File: config.mk
export PLATFORM = sky130hd
export DESIGN_NAME = swm_master
export DESIGN_NICKNAME = d
export VERILOG_FILES = /design/src/rtl/swm_master.v /design/src/rtl/swm_slot.v
export VERILOG_INCLUDE_DIRS = /design/src /design/src/rtl
export SDC_FILE = /design/constraint.sdc
export NUM_CORES = 1
export LEC_CHECK = 0
export BUFFER_PORTS_ARGS = -buffer_cell sky130_fd_sc_hd__buf_2
export CAP_MARGIN = 20
export CORE_AREA = 2 2 89 91
export CTS_CLUSTER_DIAMETER = 120
export CTS_CLUSTER_SIZE = 8
export DETAILED_ROUTE_END_ITERATION = 16
export DIE_AREA = 0 0 91 93
export PLACE_DENSITY = 0.9
export SLEW_MARGIN = 30
export SYNTH_ARGS = -nofsm -noshare
export SYNTH_HDL_FRONTEND = slang
export SYNTH_SLANG_ARGS = --single-unit
export TNS_END_PERCENT = 100
File: constraint.sdc
create_clock -name CLK -period 4.8 [get_ports CLK]
set_input_delay 0.48 -clock CLK [delete_from_list [all_inputs] [get_ports CLK]]
set_output_delay 0.48 -clock CLK [all_outputs]
set_load 0.05 [all_outputs]
File: src/rtl/swm_link_map.vh
`ifndef SWM_LINK_MAP_VH
`define SWM_LINK_MAP_VH
// Clock rate in MHz.
`define SWM_CLK_MHZ          100
// Timing figures in microseconds, regular speed.
`define SWM_RST_LOW_US       480
`define SWM_PRES_WIN_US      70
`define SWM_RST_TAIL_US      410
`define SWM_SLOT_US          70
`define SWM_W0_LOW_US        60
`define SWM_W1_LOW_US        6
`define SWM_RD_LOW_US        6
`define SWM_RD_SAMP_US       13
`define SWM_REC_US           5
// Timing figures in microseconds, high speed.
`define SWM_HS_RST_LOW_US    70
`define SWM_HS_PRES_WIN_US   9
`define SWM_HS_RST_TAIL_US   40
`define SWM_HS_SLOT_US       10
`define SWM_HS_W0_LOW_US     8
`define SWM_HS_W1_LOW_US     1
`define SWM_HS_RD_LOW_US     1
`define SWM_HS_RD_SAMP_US    2
`define SWM_HS_REC_US        2
// Identity-selection command codes.
`define SWM_CMD_READ_ID      8'h33
`define SWM_CMD_SELECT       8'h55
`define SWM_CMD_SKIP         8'hCC
`define SWM_CMD_SEARCH       8'hF0
`define SWM_CMD_HS_SKIP      8'h3C
`define SWM_CMD_HS_SELECT    8'h69
// Host operation codes on OP.
`define SWM_OP_RESET         3'h0
`define SWM_OP_WRITE_BIT     3'h1
`define SWM_OP_READ_BIT      3'h2
`define SWM_OP_WRITE_BYTE    3'h3
`define SWM_OP_READ_BYTE     3'h4
`define SWM_OP_TRIPLET       3'h5
`define SWM_OP_SET_SPEED     3'h6
`endif

File: src/rtl/swm_master.v
`timescale 1ns/100ps
`include "swm_link_map.vh"
module swm_master (
  input  wire       CLK,
  input  wire       RST,
  input  wire       REQ,
  input  wire [2:0] OP,
  input  wire [7:0] WDATA,
  input  wire       LINE_IN,
  output reg        LINE_OUT,
  output reg        LINE_OE_N,
  output reg        BUSY,
  output reg        DONE,
  output reg  [7:0] RDATA,
  output reg        HIGH_SPEED
);
  localparam [1:0] K_RESET = 2'd0;
  localparam [1:0] K_WRITE = 2'd1;
  localparam [1:0] K_READ  = 2'd2;
  localparam [3:0] S_IDLE  = 4'b0001;
  localparam [3:0] S_ISSUE = 4'b0010;
  localparam [3:0] S_WAIT  = 4'b0100;
  localparam [3:0] S_END   = 4'b1000;
  reg [3:0] state_r;
  reg [2:0] op_r;
  reg [7:0] sh_r;
  reg [3:0] bits_r;
  reg [1:0] phase_r;
  reg       tb0_r;
  reg       tb1_r;
  reg       go_r;
  reg [1:0] kind_r;
  reg       wb_r;
  reg       hs_r;
  wire      slot_oe_n;
  wire      slot_done;
  wire      slot_bit;
  swm_slot u_slot (
    .clk       (CLK),
    .rst       (RST),
    .start     (go_r),
    .kind      (kind_r),
    .hs        (hs_r),
    .wbit      (wb_r),
    .line_in   (LINE_IN),
    .line_oe_n (slot_oe_n),
    .done      (slot_done),
    .rbit      (slot_bit)
  );
  // The output value is always low; only the enable moves, so the pin is open drain.
  always @(posedge CLK) begin
    if (RST) begin
      LINE_OUT  <= 1'b0;
      LINE_OE_N <= 1'b1;
    end else begin
      LINE_OUT  <= 1'b0;
      LINE_OE_N <= slot_oe_n;
    end
  end
  always @(posedge CLK) begin
    if (RST) begin
      state_r    <= S_IDLE;
      op_r       <= 3'h0;
      sh_r       <= 8'h00;
      bits_r     <= 4'h0;
      phase_r    <= 2'd0;
      tb0_r      <= 1'b0;
      tb1_r      <= 1'b0;
      go_r       <= 1'b0;
      kind_r     <= K_RESET;
      wb_r       <= 1'b0;
      hs_r       <= 1'b0;
      BUSY       <= 1'b0;
      DONE       <= 1'b0;
      RDATA      <= 8'h00;
      HIGH_SPEED <= 1'b0;
    end else begin
      DONE <= 1'b0;
      go_r <= 1'b0;
      case (state_r)
        S_IDLE: begin
          // Requests are only taken here, so a second one while busy is dropped.
          if (REQ) begin
            op_r    <= OP;
            sh_r    <= WDATA;
            phase_r <= 2'd0;
            BUSY    <= 1'b1;
            // The host does not snoop the codes it sends; software switches speed afterwards.
            if (OP == `SWM_OP_SET_SPEED) begin
              hs_r       <= WDATA[0];
              HIGH_SPEED <= WDATA[0];
              state_r    <= S_END;
            end else begin
              if (OP == `SWM_OP_WRITE_BYTE || OP == `SWM_OP_READ_BYTE)
                bits_r <= 4'h8;
              else
                bits_r <= 4'h1;
              state_r <= S_ISSUE;
            end
          end
        end
        S_ISSUE: begin
          go_r <= 1'b1;
          case (op_r)
            `SWM_OP_RESET:      kind_r <= K_RESET;
            `SWM_OP_WRITE_BIT,
            `SWM_OP_WRITE_BYTE: begin
              kind_r <= K_WRITE;
              wb_r   <= sh_r[0];
            end
            `SWM_OP_TRIPLET: begin
              // Third slot writes the chosen direction.
              kind_r <= (phase_r == 2'd2) ? K_WRITE : K_READ;
              wb_r   <= (tb0_r ^ tb1_r) ? tb0_r : sh_r[0];
            end
            default: kind_r <= K_READ;
          endcase
          state_r <= S_WAIT;
        end
        S_WAIT: begin
          if (slot_done) begin
            if (op_r == `SWM_OP_TRIPLET) begin
              if (phase_r == 2'd0)
                tb0_r <= slot_bit;
              if (phase_r == 2'd1)
                tb1_r <= slot_bit;
              if (phase_r == 2'd2) begin
                RDATA   <= {5'h00, wb_r, tb1_r, tb0_r};
                state_r <= S_END;
              end else begin
                phase_r <= phase_r + 2'd1;
                state_r <= S_ISSUE;
              end
            end else begin
              sh_r   <= {slot_bit, sh_r[7:1]};
              bits_r <= bits_r - 4'h1;
              if (bits_r == 4'h1) begin
                if (op_r == `SWM_OP_RESET)
                  RDATA <= {7'h00, slot_bit};
                else if (op_r == `SWM_OP_READ_BIT)
                  RDATA <= {7'h00, slot_bit};
                // With several slaves answering, this byte is the AND of their bits.
                else
                  RDATA <= {slot_bit, sh_r[7:1]};
                // A regular-speed reset drops every slave back to regular speed.
                if (op_r == `SWM_OP_RESET && !hs_r)
                  HIGH_SPEED <= 1'b0;
                state_r <= S_END;
              end else begin
                state_r <= S_ISSUE;
              end
            end
          end
        end
        S_END: begin
          BUSY    <= 1'b0;
          DONE    <= 1'b1;
          state_r <= S_IDLE;
        end
        default: state_r <= S_IDLE;
      endcase
    end
  end
endmodule // swm_master

File: src/rtl/swm_slot.v
`timescale 1ns/100ps
`include "swm_link_map.vh"
// Generates one reset/presence sequence or one bit slot on the open-drain line.
module swm_slot (
  input  wire       clk,
  input  wire       rst,
  input  wire       start,
  input  wire [1:0] kind,
  input  wire       hs,
  input  wire       wbit,
  input  wire       line_in,
  output reg        line_oe_n,
  output reg        done,
  output reg        rbit
);
  // A regular reset spans 96000 cycles, so every count here needs 17 bits.
  function [16:0] cyc;
    input integer us;
    reg [31:0] prod;
    begin
      prod = us * `SWM_CLK_MHZ;
      cyc  = prod[16:0];
    end
  endfunction
  localparam [1:0] K_RESET = 2'd0;
  localparam [1:0] K_WRITE = 2'd1;
  localparam [1:0] K_READ  = 2'd2;
  localparam [2:0] S_IDLE = 3'b001;
  localparam [2:0] S_LOW  = 3'b010;
  localparam [2:0] S_HIGH = 3'b100;
  reg [2:0]  state_r;
  reg [16:0] cnt_r;
  reg [1:0]  kind_r;
  reg        hs_r;
  reg        pres_seen_r;
  wire [16:0] low_len;
  wire [16:0] total_len;
  wire [16:0] samp_at;
  assign low_len = (kind_r == K_RESET) ? (hs_r ? cyc(`SWM_HS_RST_LOW_US) : cyc(`SWM_RST_LOW_US)) :
                   (kind_r == K_READ)  ? (hs_r ? cyc(`SWM_HS_RD_LOW_US) : cyc(`SWM_RD_LOW_US)) :
                   (wbit ? (hs_r ? cyc(`SWM_HS_W1_LOW_US) : cyc(`SWM_W1_LOW_US))
                         : (hs_r ? cyc(`SWM_HS_W0_LOW_US) : cyc(`SWM_W0_LOW_US)));
  assign total_len = (kind_r == K_RESET) ?
                     (hs_r ? cyc(`SWM_HS_RST_LOW_US + `SWM_HS_PRES_WIN_US + `SWM_HS_RST_TAIL_US)
                           : cyc(`SWM_RST_LOW_US + `SWM_PRES_WIN_US + `SWM_RST_TAIL_US)) :
                     (hs_r ? cyc(`SWM_HS_SLOT_US + `SWM_HS_REC_US)
                           : cyc(`SWM_SLOT_US + `SWM_REC_US));
  assign samp_at = (kind_r == K_RESET) ?
                   (hs_r ? cyc(`SWM_HS_RST_LOW_US + `SWM_HS_PRES_WIN_US)
                         : cyc(`SWM_RST_LOW_US + `SWM_PRES_WIN_US)) :
                   (hs_r ? cyc(`SWM_HS_RD_SAMP_US) : cyc(`SWM_RD_SAMP_US));
  always @(posedge clk) begin
    if (rst) begin
      state_r     <= S_IDLE;
      cnt_r       <= 17'h0_0000;
      kind_r      <= K_RESET;
      hs_r        <= 1'b0;
      pres_seen_r <= 1'b0;
      line_oe_n   <= 1'b1;
      done        <= 1'b0;
      rbit        <= 1'b0;
    end else begin
      done <= 1'b0;
      case (state_r)
        S_IDLE: begin
          if (start) begin
            kind_r      <= kind;
            hs_r        <= hs;
            cnt_r       <= 17'h0_0000;
            pres_seen_r <= 1'b0;
            line_oe_n   <= 1'b0;
            state_r     <= S_LOW;
          end
        end
        S_LOW: begin
          cnt_r <= cnt_r + 17'h0_0001;
          if (cnt_r + 17'h0_0001 >= low_len) begin
            line_oe_n <= 1'b1;
            state_r   <= S_HIGH;
          end
        end
        S_HIGH: begin
          cnt_r <= cnt_r + 17'h0_0001;
          // Presence is any low seen in the window after release.
          if (kind_r == K_RESET && cnt_r > low_len + 17'h0_0010 && cnt_r < samp_at && !line_in)
            pres_seen_r <= 1'b1;
          if (kind_r != K_RESET && cnt_r == samp_at)
            rbit <= line_in;
          if (cnt_r + 17'h0_0001 >= total_len) begin
            if (kind_r == K_RESET)
              rbit <= pres_seen_r;
            done    <= 1'b1;
            state_r <= S_IDLE;
          end
        end
        default: state_r <= S_IDLE;
      endcase
    end
  end
endmodule // swm_slot

# Word-level counts from Yosys, hierarchy flattened
# Cells that the tools add are included.
[op_classes] n_eq_ne=33 n_reduce_logical=39 order_cmp=4 n_mux=69 n_addsub=4 bitwise=2
[op_table] cell="$mux W17" count=7
[op_table] cell="$mux W8" count=8
[op_table] cell="$mux W4" count=11
[op_table] cell="$ge A17 B17 Y1" count=2
[op_table] cell="$pmux W17 S2" count=1
[op_table] cell="$mux W16" count=2
[op_table] cell="$mux W13" count=2
[op_table] cell="$ne A2 B2 Y1 const B" count=10
[op_table] cell="$add A17 B1 Y17 const B" count=1
[op_table] cell="$add A17 B5 Y17 const B" count=1
[op_table] cell="$eq A17 B17 Y1" count=1
[op_table] cell="$gt A17 B17 Y1" count=1
[op_table] cell="$lt A17 B17 Y1" count=1
[op_table] cell="$mux W1" count=17
[op_table] cell="$pmux W8 S2" count=1
[op_table] cell="$reduce_and A4 Y1" count=4
[op_table] cell="$reduce_bool A2 Y1" count=8
[op_table] cell="$eq A3 B2 Y1 const B" count=4
[op_table] cell="$eq A3 B3 Y1 const B" count=4
[op_table] cell="$pmux W4 S3" count=1
[op_table] cell="$reduce_and A2 Y1" count=6
[op_table] cell="$reduce_and A3 Y1" count=4
[op_table] cell="$mux W11" count=1
[op_table] cell="$mux W10" count=1
[op_table] cell="other kinds (27)" count=52
[word_totals] out_inout_bits=13 input_bits=15 ff_bits=67

# Depth between registers and ports, before layout
# Gate-level depths: netlist of the first run.
[depth] word_depth=11 depth_mapped=16 mapped_depth_nobuf=15

# Modules after synthesis
# From an unflattened synthesis of the first run, not the netlist that was laid out.
[unflattened] cells_unflattened=597 area_unflattened_um2=4999.8
[modules_own_cells] mod="swm_slot" seq_area_each_um2=540.5 area_per_inst_um2=2881.5 cells_each=363 instances=1
[modules_own_cells] mod="swm_master" seq_area_each_um2=800.8 area_per_inst_um2=2118.3 cells_each=234 instances=1

# Worst setup path before layout of the first run
# OpenSTA, ideal clock, no wires.
[synth_path] path_kind="flip-flop to flip-flop" startpoint="register u_slot.cnt_r[0]" endpoint="register u_slot.state_r[2]" setup_time_ns=0.122 path_slack_ns=1.811 required_ns=4.678 arrival_time_ns=2.867 path_stages_with_launch=13 period_less_slack_ns=2.989 cell_sequence="dfxtp_1 ha_1 and3_2 and3_1 xor2_1 ha_1 a2111o_1 a31oi_1 a2111oi_2 o41a_1 o21ai_1 nand2b_1 a21oi_2"
[synth_between] elab_chain_len=4 elab_cells_between_ends=6 cone_classes="add/sub (1); order compare (2); eq/ne (2); reduce/logical (1)"
[synth_rtl] element="from (decl)" line="swm_slot.v:32" rtl="reg [16:0] cnt_r;"
[synth_rtl] element="from (signal assigned)" line="swm_slot.v:76" rtl="cnt_r <= cnt_r + 17'h0_0001;"
[synth_rtl] element="from (signal assigned)" line="swm_slot.v:83" rtl="cnt_r <= cnt_r + 17'h0_0001;"
[synth_rtl] element="$add A17 B1 Y17 *" line="swm_slot.v:77, swm_slot.v:89"
[synth_rtl] element="$ge A17 B17 Y1, on equally long branches" line="swm_slot.v:89, swm_slot.v:77"
[synth_rtl] element="$ne A2 B1 Y1 (no line)"
[synth_rtl] element="$reduce_and A3 Y1 (no line) *"
[synth_rtl] element="to (signal assigned)" line="swm_slot.v:79" rtl="state_r <= S_HIGH;"
[synth_rtl] element="to (signal assigned)" line="swm_slot.v:93" rtl="state_r <= S_IDLE;"
[synth_rtl] element="to (signal assigned)" line="swm_slot.v:96" rtl="default: state_r <= S_IDLE;"
[synth_rtl] element="to (decl)" line="swm_slot.v:31" rtl="reg [2:0] state_r;"
# Every way passes the cells marked *; elsewhere a longest branch is shown, timed or not.
# A chain may end at the register's enable or synchronous reset.

# Worst setup path after layout of the first run
# Same ends and word-level chain as after synthesis.

==> results of run 1 <==
[synth_stat cells, drive strengths merged (3+ instances only)]
library cell	instances	area, um2
a211oi	7	52.6
a21o	7	52.6
a21oi	59	299
a22oi	3	22.5
a311oi	8	70.1
a31oi	7	43.8
a32oi	4	35.0
and2	6	37.5
and3	9	63.8
buf	7	36.3
clkbuf	18	78.8
dfxtp	67	1340
ha	57	713
inv	37	139
mux2	3	33.8
mux2i	5	50.1
nand2	72	273
nand2b	7	43.8
nand3	29	163
nand3b	5	37.5
nand4	10	68.8
nor2	73	284
nor2b	8	50.1
nor3	8	56.3
nor4	9	71.3
o211ai	5	42.5
o21a	6	45.0
o21ai	24	128
or2	3	18.8
or3	4	25.0
or4	3	22.5
xnor2	11	104
xor2	7	61.3
[power by group through the flow]
stage | clock network (mW) | logic [mW] | registers, mW
detailed placement | 0 | 0.126 | 0.606
finish | 0.522 | 0.128 | 0.594
floorplan | 0 | 0.0924 | 0.606
CTS | 0.525 | 0.127 | 0.593
global placement | 0 | 0.115 | 0.605
global route | 0.549 | 0.143 | 0.596
[area by class of cell]
| cell class | count | share of cell area |
|---|---|---|
| inverters | 37 | 0.0268 |
| repair buffers | 31 | 0.0401 |
| flip-flops and latches | 67 | 0.259 |
| clock buffers | 10 | 0.0247 |
| well taps | 102 | 0.0247 |
| multi-input cells | 478 | 0.607 |
| clock inverters | 6 | 0.0174 |
[worst register-to-register path, cell delays in order, from the launching register on]
cell,delay [ps]
dfxtp_1,510
ha_1,320
and3_2,230
and3_1,220
xor2_1,260
ha_1,310
a2111o_1,410
a31oi_1,230
a2111oi_2,60
o41a_1,390
o21ai_1,260
nand2b_1,200
a21oi_2,60
[layer usage]
metal / share of wire / vias up / global-route usage / routed length [um]
met4: 0.033 / 0 / 0.140 / 401
met1: 0.42 / 2120 / 0.356 / 5100
met3: 0.055 / 42 / 0.0419 / 667
met2: 0.49 / 192 / 0.523 / 6030
met5: 0 / - / 0 / 0
li1: - / 2177 / - / -
[metrics by stage]
stage               hold slack, ps   util
floorplan                      417      -
global placement               426  0.651
detailed placement             436  0.658
CTS                            378  0.687
global route                   389  0.688
finish                         388  0.688
[sequential cells by signal, indices dropped and copies added (netlist names), 2 cells and up]
| name | cells |
|---|---|
| u_slot.state_r | 3 |
| sh_r | 8 |
| RDATA | 8 |
| u_slot.cnt_r | 17 |
| kind_r | 2 |
| u_slot.kind_r | 2 |
| state_r | 4 |
| phase_r | 2 |
| bits_r | 4 |
| op_r | 3 |
[kinds of logic after synthesis]
logic type | after synthesis | share of synthesized area
buffers and inverters | 63 | 0.0559
other | 2 | 0.00158
XOR/XNOR | 18 | 0.0348
multiplexers | 8 | 0.0177
flip-flops | 67 | 0.283
adder cells (fa/ha/maj) | 57 | 0.150
AO/OA/AOI/OAI | 143 | 0.194
AND/OR/NAND/NOR | 250 | 0.263
[layout by cell type (no fill, tap or decap), types with 9 or more instances in the layout]
master / synthesis / routed
clkbuf_8: 1 / 9
ha_1: 57 / 57
o21ai_0: 20 / 20
nor2_1: 71 / 71
buf_2: 5 / 26
xnor2_1: 10 / 10
nand3_1: 27 / 27
inv_1: 36 / 36
dfxtp_1: 67 / 67
a21oi_1: 58 / 57
nand2_1: 71 / 71
nand4_1: 9 / 9
[worst max path at each step]
| stage | slack, ps | from | cells after the start | to |
|---|---|---|---|---|
| final | 1250 | u_slot.cnt_r[0]$_SDFFE_PP0P_ | 12 | u_slot.state_r[2]$_SDFFE_PP0P_ |
| after CTS | 1280 | u_slot.cnt_r[0]$_SDFFE_PP0P_ | 12 | u_slot.state_r[2]$_SDFFE_PP0P_ |
| after global routing | 1050 | u_slot.cnt_r[8]$_SDFFE_PP0P_ | 11 | u_slot.state_r[2]$_SDFFE_PP0P_ |
| after global placement | 1410 | u_slot.cnt_r[0]$_SDFFE_PP0P_ | 12 | u_slot.state_r[2]$_SDFFE_PP0P_ |
| after detailed placement | 1290 | u_slot.cnt_r[0]$_SDFFE_PP0P_ | 12 | u_slot.state_r[2]$_SDFFE_PP0P_ |
| after floorplan | 1810 | u_slot.cnt_r[0]$_SDFFE_PP0P_ | 12 | u_slot.state_r[2]$_SDFFE_PP0P_ |
==> impl_results.md, run 1 <==
* Clock share of power at 0.419
* Inst Count DP at a little over 700
* Post-DP HPWL at between 9000 and 10000 um
* Outcome: completed
* Worst hold endpoint: sh_r[1]$_SDFFE_PP0P_
* Starting Density at 0.630
* IO Pins at 28
* CP peak stage delay at a little over 500 ps
* H-Tree Depth at 3
* Register-to-Register Path Depth at 12
* Drt first pass iters at 5
* Total wire length at between 10000 and 15000 um
* Area of the multi-input gates at roughly 3100 um2
* Sw Pwr at roughly 330 uW
* Final Cycle Share at 0.740
* Initial antenna violation count at 0
* Core area at 7530 um2
* Post-synth EDFFs at 0
* Critical path's top delay family: compound AO/OA/AOI/OAI gates
* Antenna viol nets, final at 0
* Post-synthesis async set-or-reset flop share at 0
* Minimum clock period at around 3600 ps
* Synth Warn # at 0
* FMAX at between 200 and 300 MHz
* Hold crit path type: input port to flop
* Post-CTS Setup Inserts at 0
* Cell repeated most along the worst path: ha_1
* Post-place instance area at roughly 5000 um2
* Post-synthesis sequential area ratio at 0.283
* Clock skew after layout at between 10 and 15 ps
* Vias at approximately 4500
* CTS resizes at 0
* Worst hold stages at 3
* CTS tree: yes
* DRC errors left at 0
* Total Nets Final at between 600 and 700
* Post-route worst setup slack at 1250 ps
* R2R Setup Slk at between 1000 and 1500 ps
* Port Buffers at 26
* Overall Global Routing Usage at 0.296
* Max Cap Viol at 0
* Reg-to-Reg End: u_slot.state_r[2]$_SDFFE_PP0P_
* Power Density at around 240 nW/um2
* Later-pin clock latency in the skew report at approximately 350 ps
* FF-to-FF Start: u_slot.cnt_r[0]$_SDFFE_PP0P_
* Inserted Clock Buffers at 9
* Synth Net Count at 680
* Max IR drop VDD at between 0.2 and 0.25 mV
* Share of layout cells above drive strength 1 at 0.116
* Vias per Instance at approximately 6.2
* Int Power at around 910 uW
* Max-slew violation count at 0
* #FFs+latches synth at between 60 and 70
* CP Launch Type: flop
* Drt wl/cell at between 15 and 20 um
* Die area at between 8000 and 9000 um2
* CTS sink cnt at 67
* Die width at ~91 um
* Pre-CTS setup slack at 1290 ps
* Die H at around 93 um
* Setup tns final at 0 ps
* Hold buffer count at cts at 0
* Filler cell count at 640
* Max Root-Sink Buffers at 2
* Final Cell Area at 5170 um2
* Critical path type: flop to flop
* Clk slew on worst S/H paths at 80 ps
* Register Area at 1340 um2
* Reg power frac at 0.477
* Slowest library cell on the worst path: dfxtp_1
* Final hold vios at 0
* Rows at 32
* Post-route insts no fill at around 730
* Combinational cell fraction of total power at 0.103
* Hold Crit Start: WDATA[1]
* RSZ-0062 raised after global routing: no
* Setup violators final at 0
* Ant. Diodes at 0
* Vias in the first global route at 4442
* CP Max Fanout at 8
* Global placer's final weighted congestion at 1.09
* Mean post-synth cell area at 7.80 um2
* Critical Path, Cell by Cell: ha_1, and3_2, and3_1, xor2_1, ha_1, a2111o_1, a31oi_1, a2111oi_2, o41a_1, o21ai_1, nand2b_1, a21oi_2
* Syn Inst Count at approximately 600
* CTS Root Cell: clkbuf_8
* Post-Syn Area at about 4700 um2
* Buf/Inv on CP at 0
* CP endpoint kind: flop
* Largest net degree at the start of global routing at 26
* Worst slew pin tran at 750 ps
* Worst EP arrival at 3790 ps
* Total gr overflow at 0
* Post-synthesis to final-layout area growth at 9.07%
* Worst slew margin at 0.496
* First-pass GRT wire length at ~20000 um
* Data required, critical path at 5040 ps
* Leakage at around 2.3 nW
* Distinct cells, synth at 70
* Main synth FF type: dfxtp_1
* Overall power at 1.24 mW
* Sw Ratio at 0.265
* Initial DRC Count at around 280
Power figures use the tool's default switching activity.
==> inputs of run 2 (changes only) <==
--- a/config.mk
+++ b/config.mk
@@ -6,14 +6,15 @@
 export SDC_FILE = /design/constraint.sdc
 export NUM_CORES = 1
 export LEC_CHECK = 0
+export ABC_AREA = 1
 export BUFFER_PORTS_ARGS = -buffer_cell sky130_fd_sc_hd__buf_2
 export CAP_MARGIN = 20
-export CORE_AREA = 2 2 89 91
+export CORE_AREA = 2 2 92 94
 export CTS_CLUSTER_DIAMETER = 120
 export CTS_CLUSTER_SIZE = 8
 export DETAILED_ROUTE_END_ITERATION = 16
-export DIE_AREA = 0 0 91 93
-export PLACE_DENSITY = 0.9
+export DIE_AREA = 0 0 94 96
+export PLACE_DENSITY = 0.86
 export SLEW_MARGIN = 30
 export SYNTH_ARGS = -nofsm -noshare
 export SYNTH_HDL_FRONTEND = slang
==> constraint.sdc (replaced) <==
create_clock -name CLK -period 3.7 [get_ports CLK]
set_input_delay 0.37 -clock CLK [delete_from_list [all_inputs] [get_ports CLK]]
set_output_delay 0.37 -clock CLK [all_outputs]
set_load 0.05 [all_outputs]
==> impl_results.md, run 2 <==
* Outcome: completed
* Critical path type: flop to flop
* Vias in the first global route at approximately 4700
* CTS sink cnt at 67
* Final Cell Area at between 5000 and 6000 um2
* Drt first pass iters at 5
* Combinational cell fraction of total power at 0.256
* Largest Register: u_slot.cnt_r
* Setup violators final at 0
* RSZ-0062 raised after global routing: no
* Vias per Instance at about 6
* Main synth FF type: dfxtp_1
* Distinct cells, synth at 44
* Post-DP HPWL at 9810 um
* Ant. Diodes at 0
* Max-slew violation count at 0
* Post-route worst setup slack at roughly 340 ps
* CTS Root Cell: clkbuf_8
* Setup tns final at 0 ps
* Reg power frac at 0.416
* Post-synth EDFFs at 0
* Post-place instance area at ~5000 um2
* Top flop regs: u_slot.cnt_r: 17 flops, RDATA: 8 flops, sh_r: 8 flops
* Most frequent cells in the layout: 169 x nand2_1, 81 x inv_1, 67 x dfxtp_1, 61 x a21oi_1, 57 x ha_1
* Max IR drop VDD at 0.329 mV
* Total gr overflow at 0
* Int Power at between 1 and 1.5 mW
* DRC errors left at 0
* Initial antenna violation count at 0
* CP endpoint kind: flop
* Worst EP arrival at between 3000 and 4000 ps
* Synth Warn # at 0
* FMAX at between 200 and 300 MHz
* Clock share of power at 0.328
* Port Buffers at 26
* Starting Density at 0.596
* Met2 WL at roughly 6300 um
* Die H at 96 um
* Top post-synthesis cells by count: 169 x nand2_1, 81 x inv_1, 67 x dfxtp_1
* Leakage at roughly 2.5 nW
* Syn Inst Count at 698
* Clk slew on worst S/H paths at 90 ps
* Final core occ at 0.648
* Final Cycle Share at 0.909
* DR top layer: met4
* Largest net degree at the start of global routing at 37
* CTS resizes at 0
* H-Tree Depth at 3
* Most frequent cell after synthesis: nand2_1
* IO Pins at 28
* Post-Syn Area at between 4000 and 5000 um2
* Total Nets Final at 794
* Post-synthesis sequential area ratio at 0.279
* Sw Pwr at ~730 uW
* Minimum clock period at around 3400 ps
* Pre-CTS setup slack at around 530 ps
* Area contributors post-synth: dfxtp_1 28%, ha_1 15%, nand2_1 13%
* Total wire length at roughly 13000 um
* Worst hold slack at about 270 ps
* Core area at ~8000 um2
* Final hold vios at 0
* Inserted Clock Buffers at 9
* Max Cap Viol at 0
* CP Max Fanout at 8
* Die area at 9020 um2
* #FFs+latches synth at between 60 and 70
* Initial DRC Count at around 460
* Rows at 33
* Post-synthesis to final-layout area growth at 8.57%
* Overall Global Routing Usage at 0.308
* Power Density at 386 nW/um2
* Sw Ratio at 0.365
* Share of the synthesized area in the top cell type at 0.279
* Synth Net Count at just under 800
* Hold crit path type: input port to flop
* Max Root-Sink Buffers at 2
* Global placer's final weighted congestion at between 1 and 1.5
* Max FFs per register at 17
* Hold buffer count at cts at 0
* Commonest non-fill, non-tap cell in the layout: nand2_1
* Drt wl/cell at between 15 and 20 um
* Later-pin clock latency in the skew report at 370 ps
* Metal-1 WL at 5470 um
* Vias at roughly 4900
* Share of layout cells above drive strength 1 at 0.122
* First-pass GRT wire length at 21800 um
* Post-synthesis async set-or-reset flop share at 0
* Die width at 94 um
* Yosys top cell by area: dfxtp_1
* Worst slew pin tran at about 870 ps
* Clock skew after layout at about 18 ps
* WL met3 at roughly 800 um
* CP Launch Type: flop
* Antenna viol nets, final at 0
* Mean post-synth cell area at a little under 7 um2
* Data required, critical path at ~3900 ps
* CTS tree: yes
* Worst slew margin at 0.419
* Post-CTS Setup Inserts at 0
==> run 2: changes by cell type after synthesis, moves of 8 or more <==
cell      change
a311oi_1      -8
inv_1        +45
nand2_1      +98
nor2_1       -17
nor2b_1       -8
o21ai_0      +16
==> run 2: stage by stage <==
step / instances / power (mW)
after floorplan: 698 / 1.24
after global placement: 816 / 1.33
after detailed placement: 816 / 1.35
after CTS: 832 / 2.00
after global routing: 832 / 2.13
final: 832 / 2.01
==> run 2: cell families after synthesis <==
group / synth area share
DFF: 0.279
xor gates and xnor gates: 0.0201
other: 0.00156
buffers and inverters: 0.0829
AOI/OAI and AO/OA: 0.154
muxes: 0.00208
adders and majority gates: 0.149
and+or+nand+nor: 0.312
==> run 2: power groups by stage <==
stage               Sequential [mW]  Clock, mW  Combinational (mW)
CTS                           0.837      0.663               0.505
global placement              0.849          0               0.480
global route                  0.845      0.699               0.584
detailed placement            0.853          0               0.502
floorplan                     0.863          0               0.374
finish                        0.838      0.660               0.514
==> run 2: layout make-up <==
type	instances	area, um2
Clock buffer	9	124
Clock inverter	7	80.1
Fill cell	725	2840
Inverter	89	334
Multi-Input combinational cell	528	3070
Sequential cell	67	1340
Tap cell	105	131
Timing Repair Buffer	27	138
==> run 2: routing by layer <==
layer  up-vias  GRT usage
li1       2375          -
met1      2284      0.369
met2       234      0.534
met3        54     0.0532
met4         0      0.150
met5         -          0
==> run 2: worst max-delay path: stages, from the launching register on <==
cell	delay [ps]
dfxtp_1	590
ha_1	280
nand3_2	120
nor2_4	250
nand3_1	130
xnor2_1	340
ha_1	330
nand2_1	100
inv_1	40
nand2_1	50
nand2_1	60
a21oi_1	220
nor2_1	80
nand3_1	70
nand2_1	90
nand2_1	150
nand4_1	140
nand3_1	150
nand2_1	50
==> run 2: worst paths after layout <==
kind / startpoint / endpoint / slack (ps) / depth (start not counted)
min: WDATA[5] / sh_r[5]$_SDFFE_PP0P_ / 270 / 3
max reg2reg: u_slot.cnt_r[0]$_SDFFE_PP0P_ / u_slot.state_r[0]$_SDFFE_PP1P_ / 340 / 18
max: u_slot.cnt_r[0]$_SDFFE_PP0P_ / u_slot.state_r[0]$_SDFFE_PP1P_ / 340 / 18
min reg2reg: RDATA[5]$_SDFFE_PP0P_ / RDATA[5]$_SDFFE_PP0P_ / 470 / 2
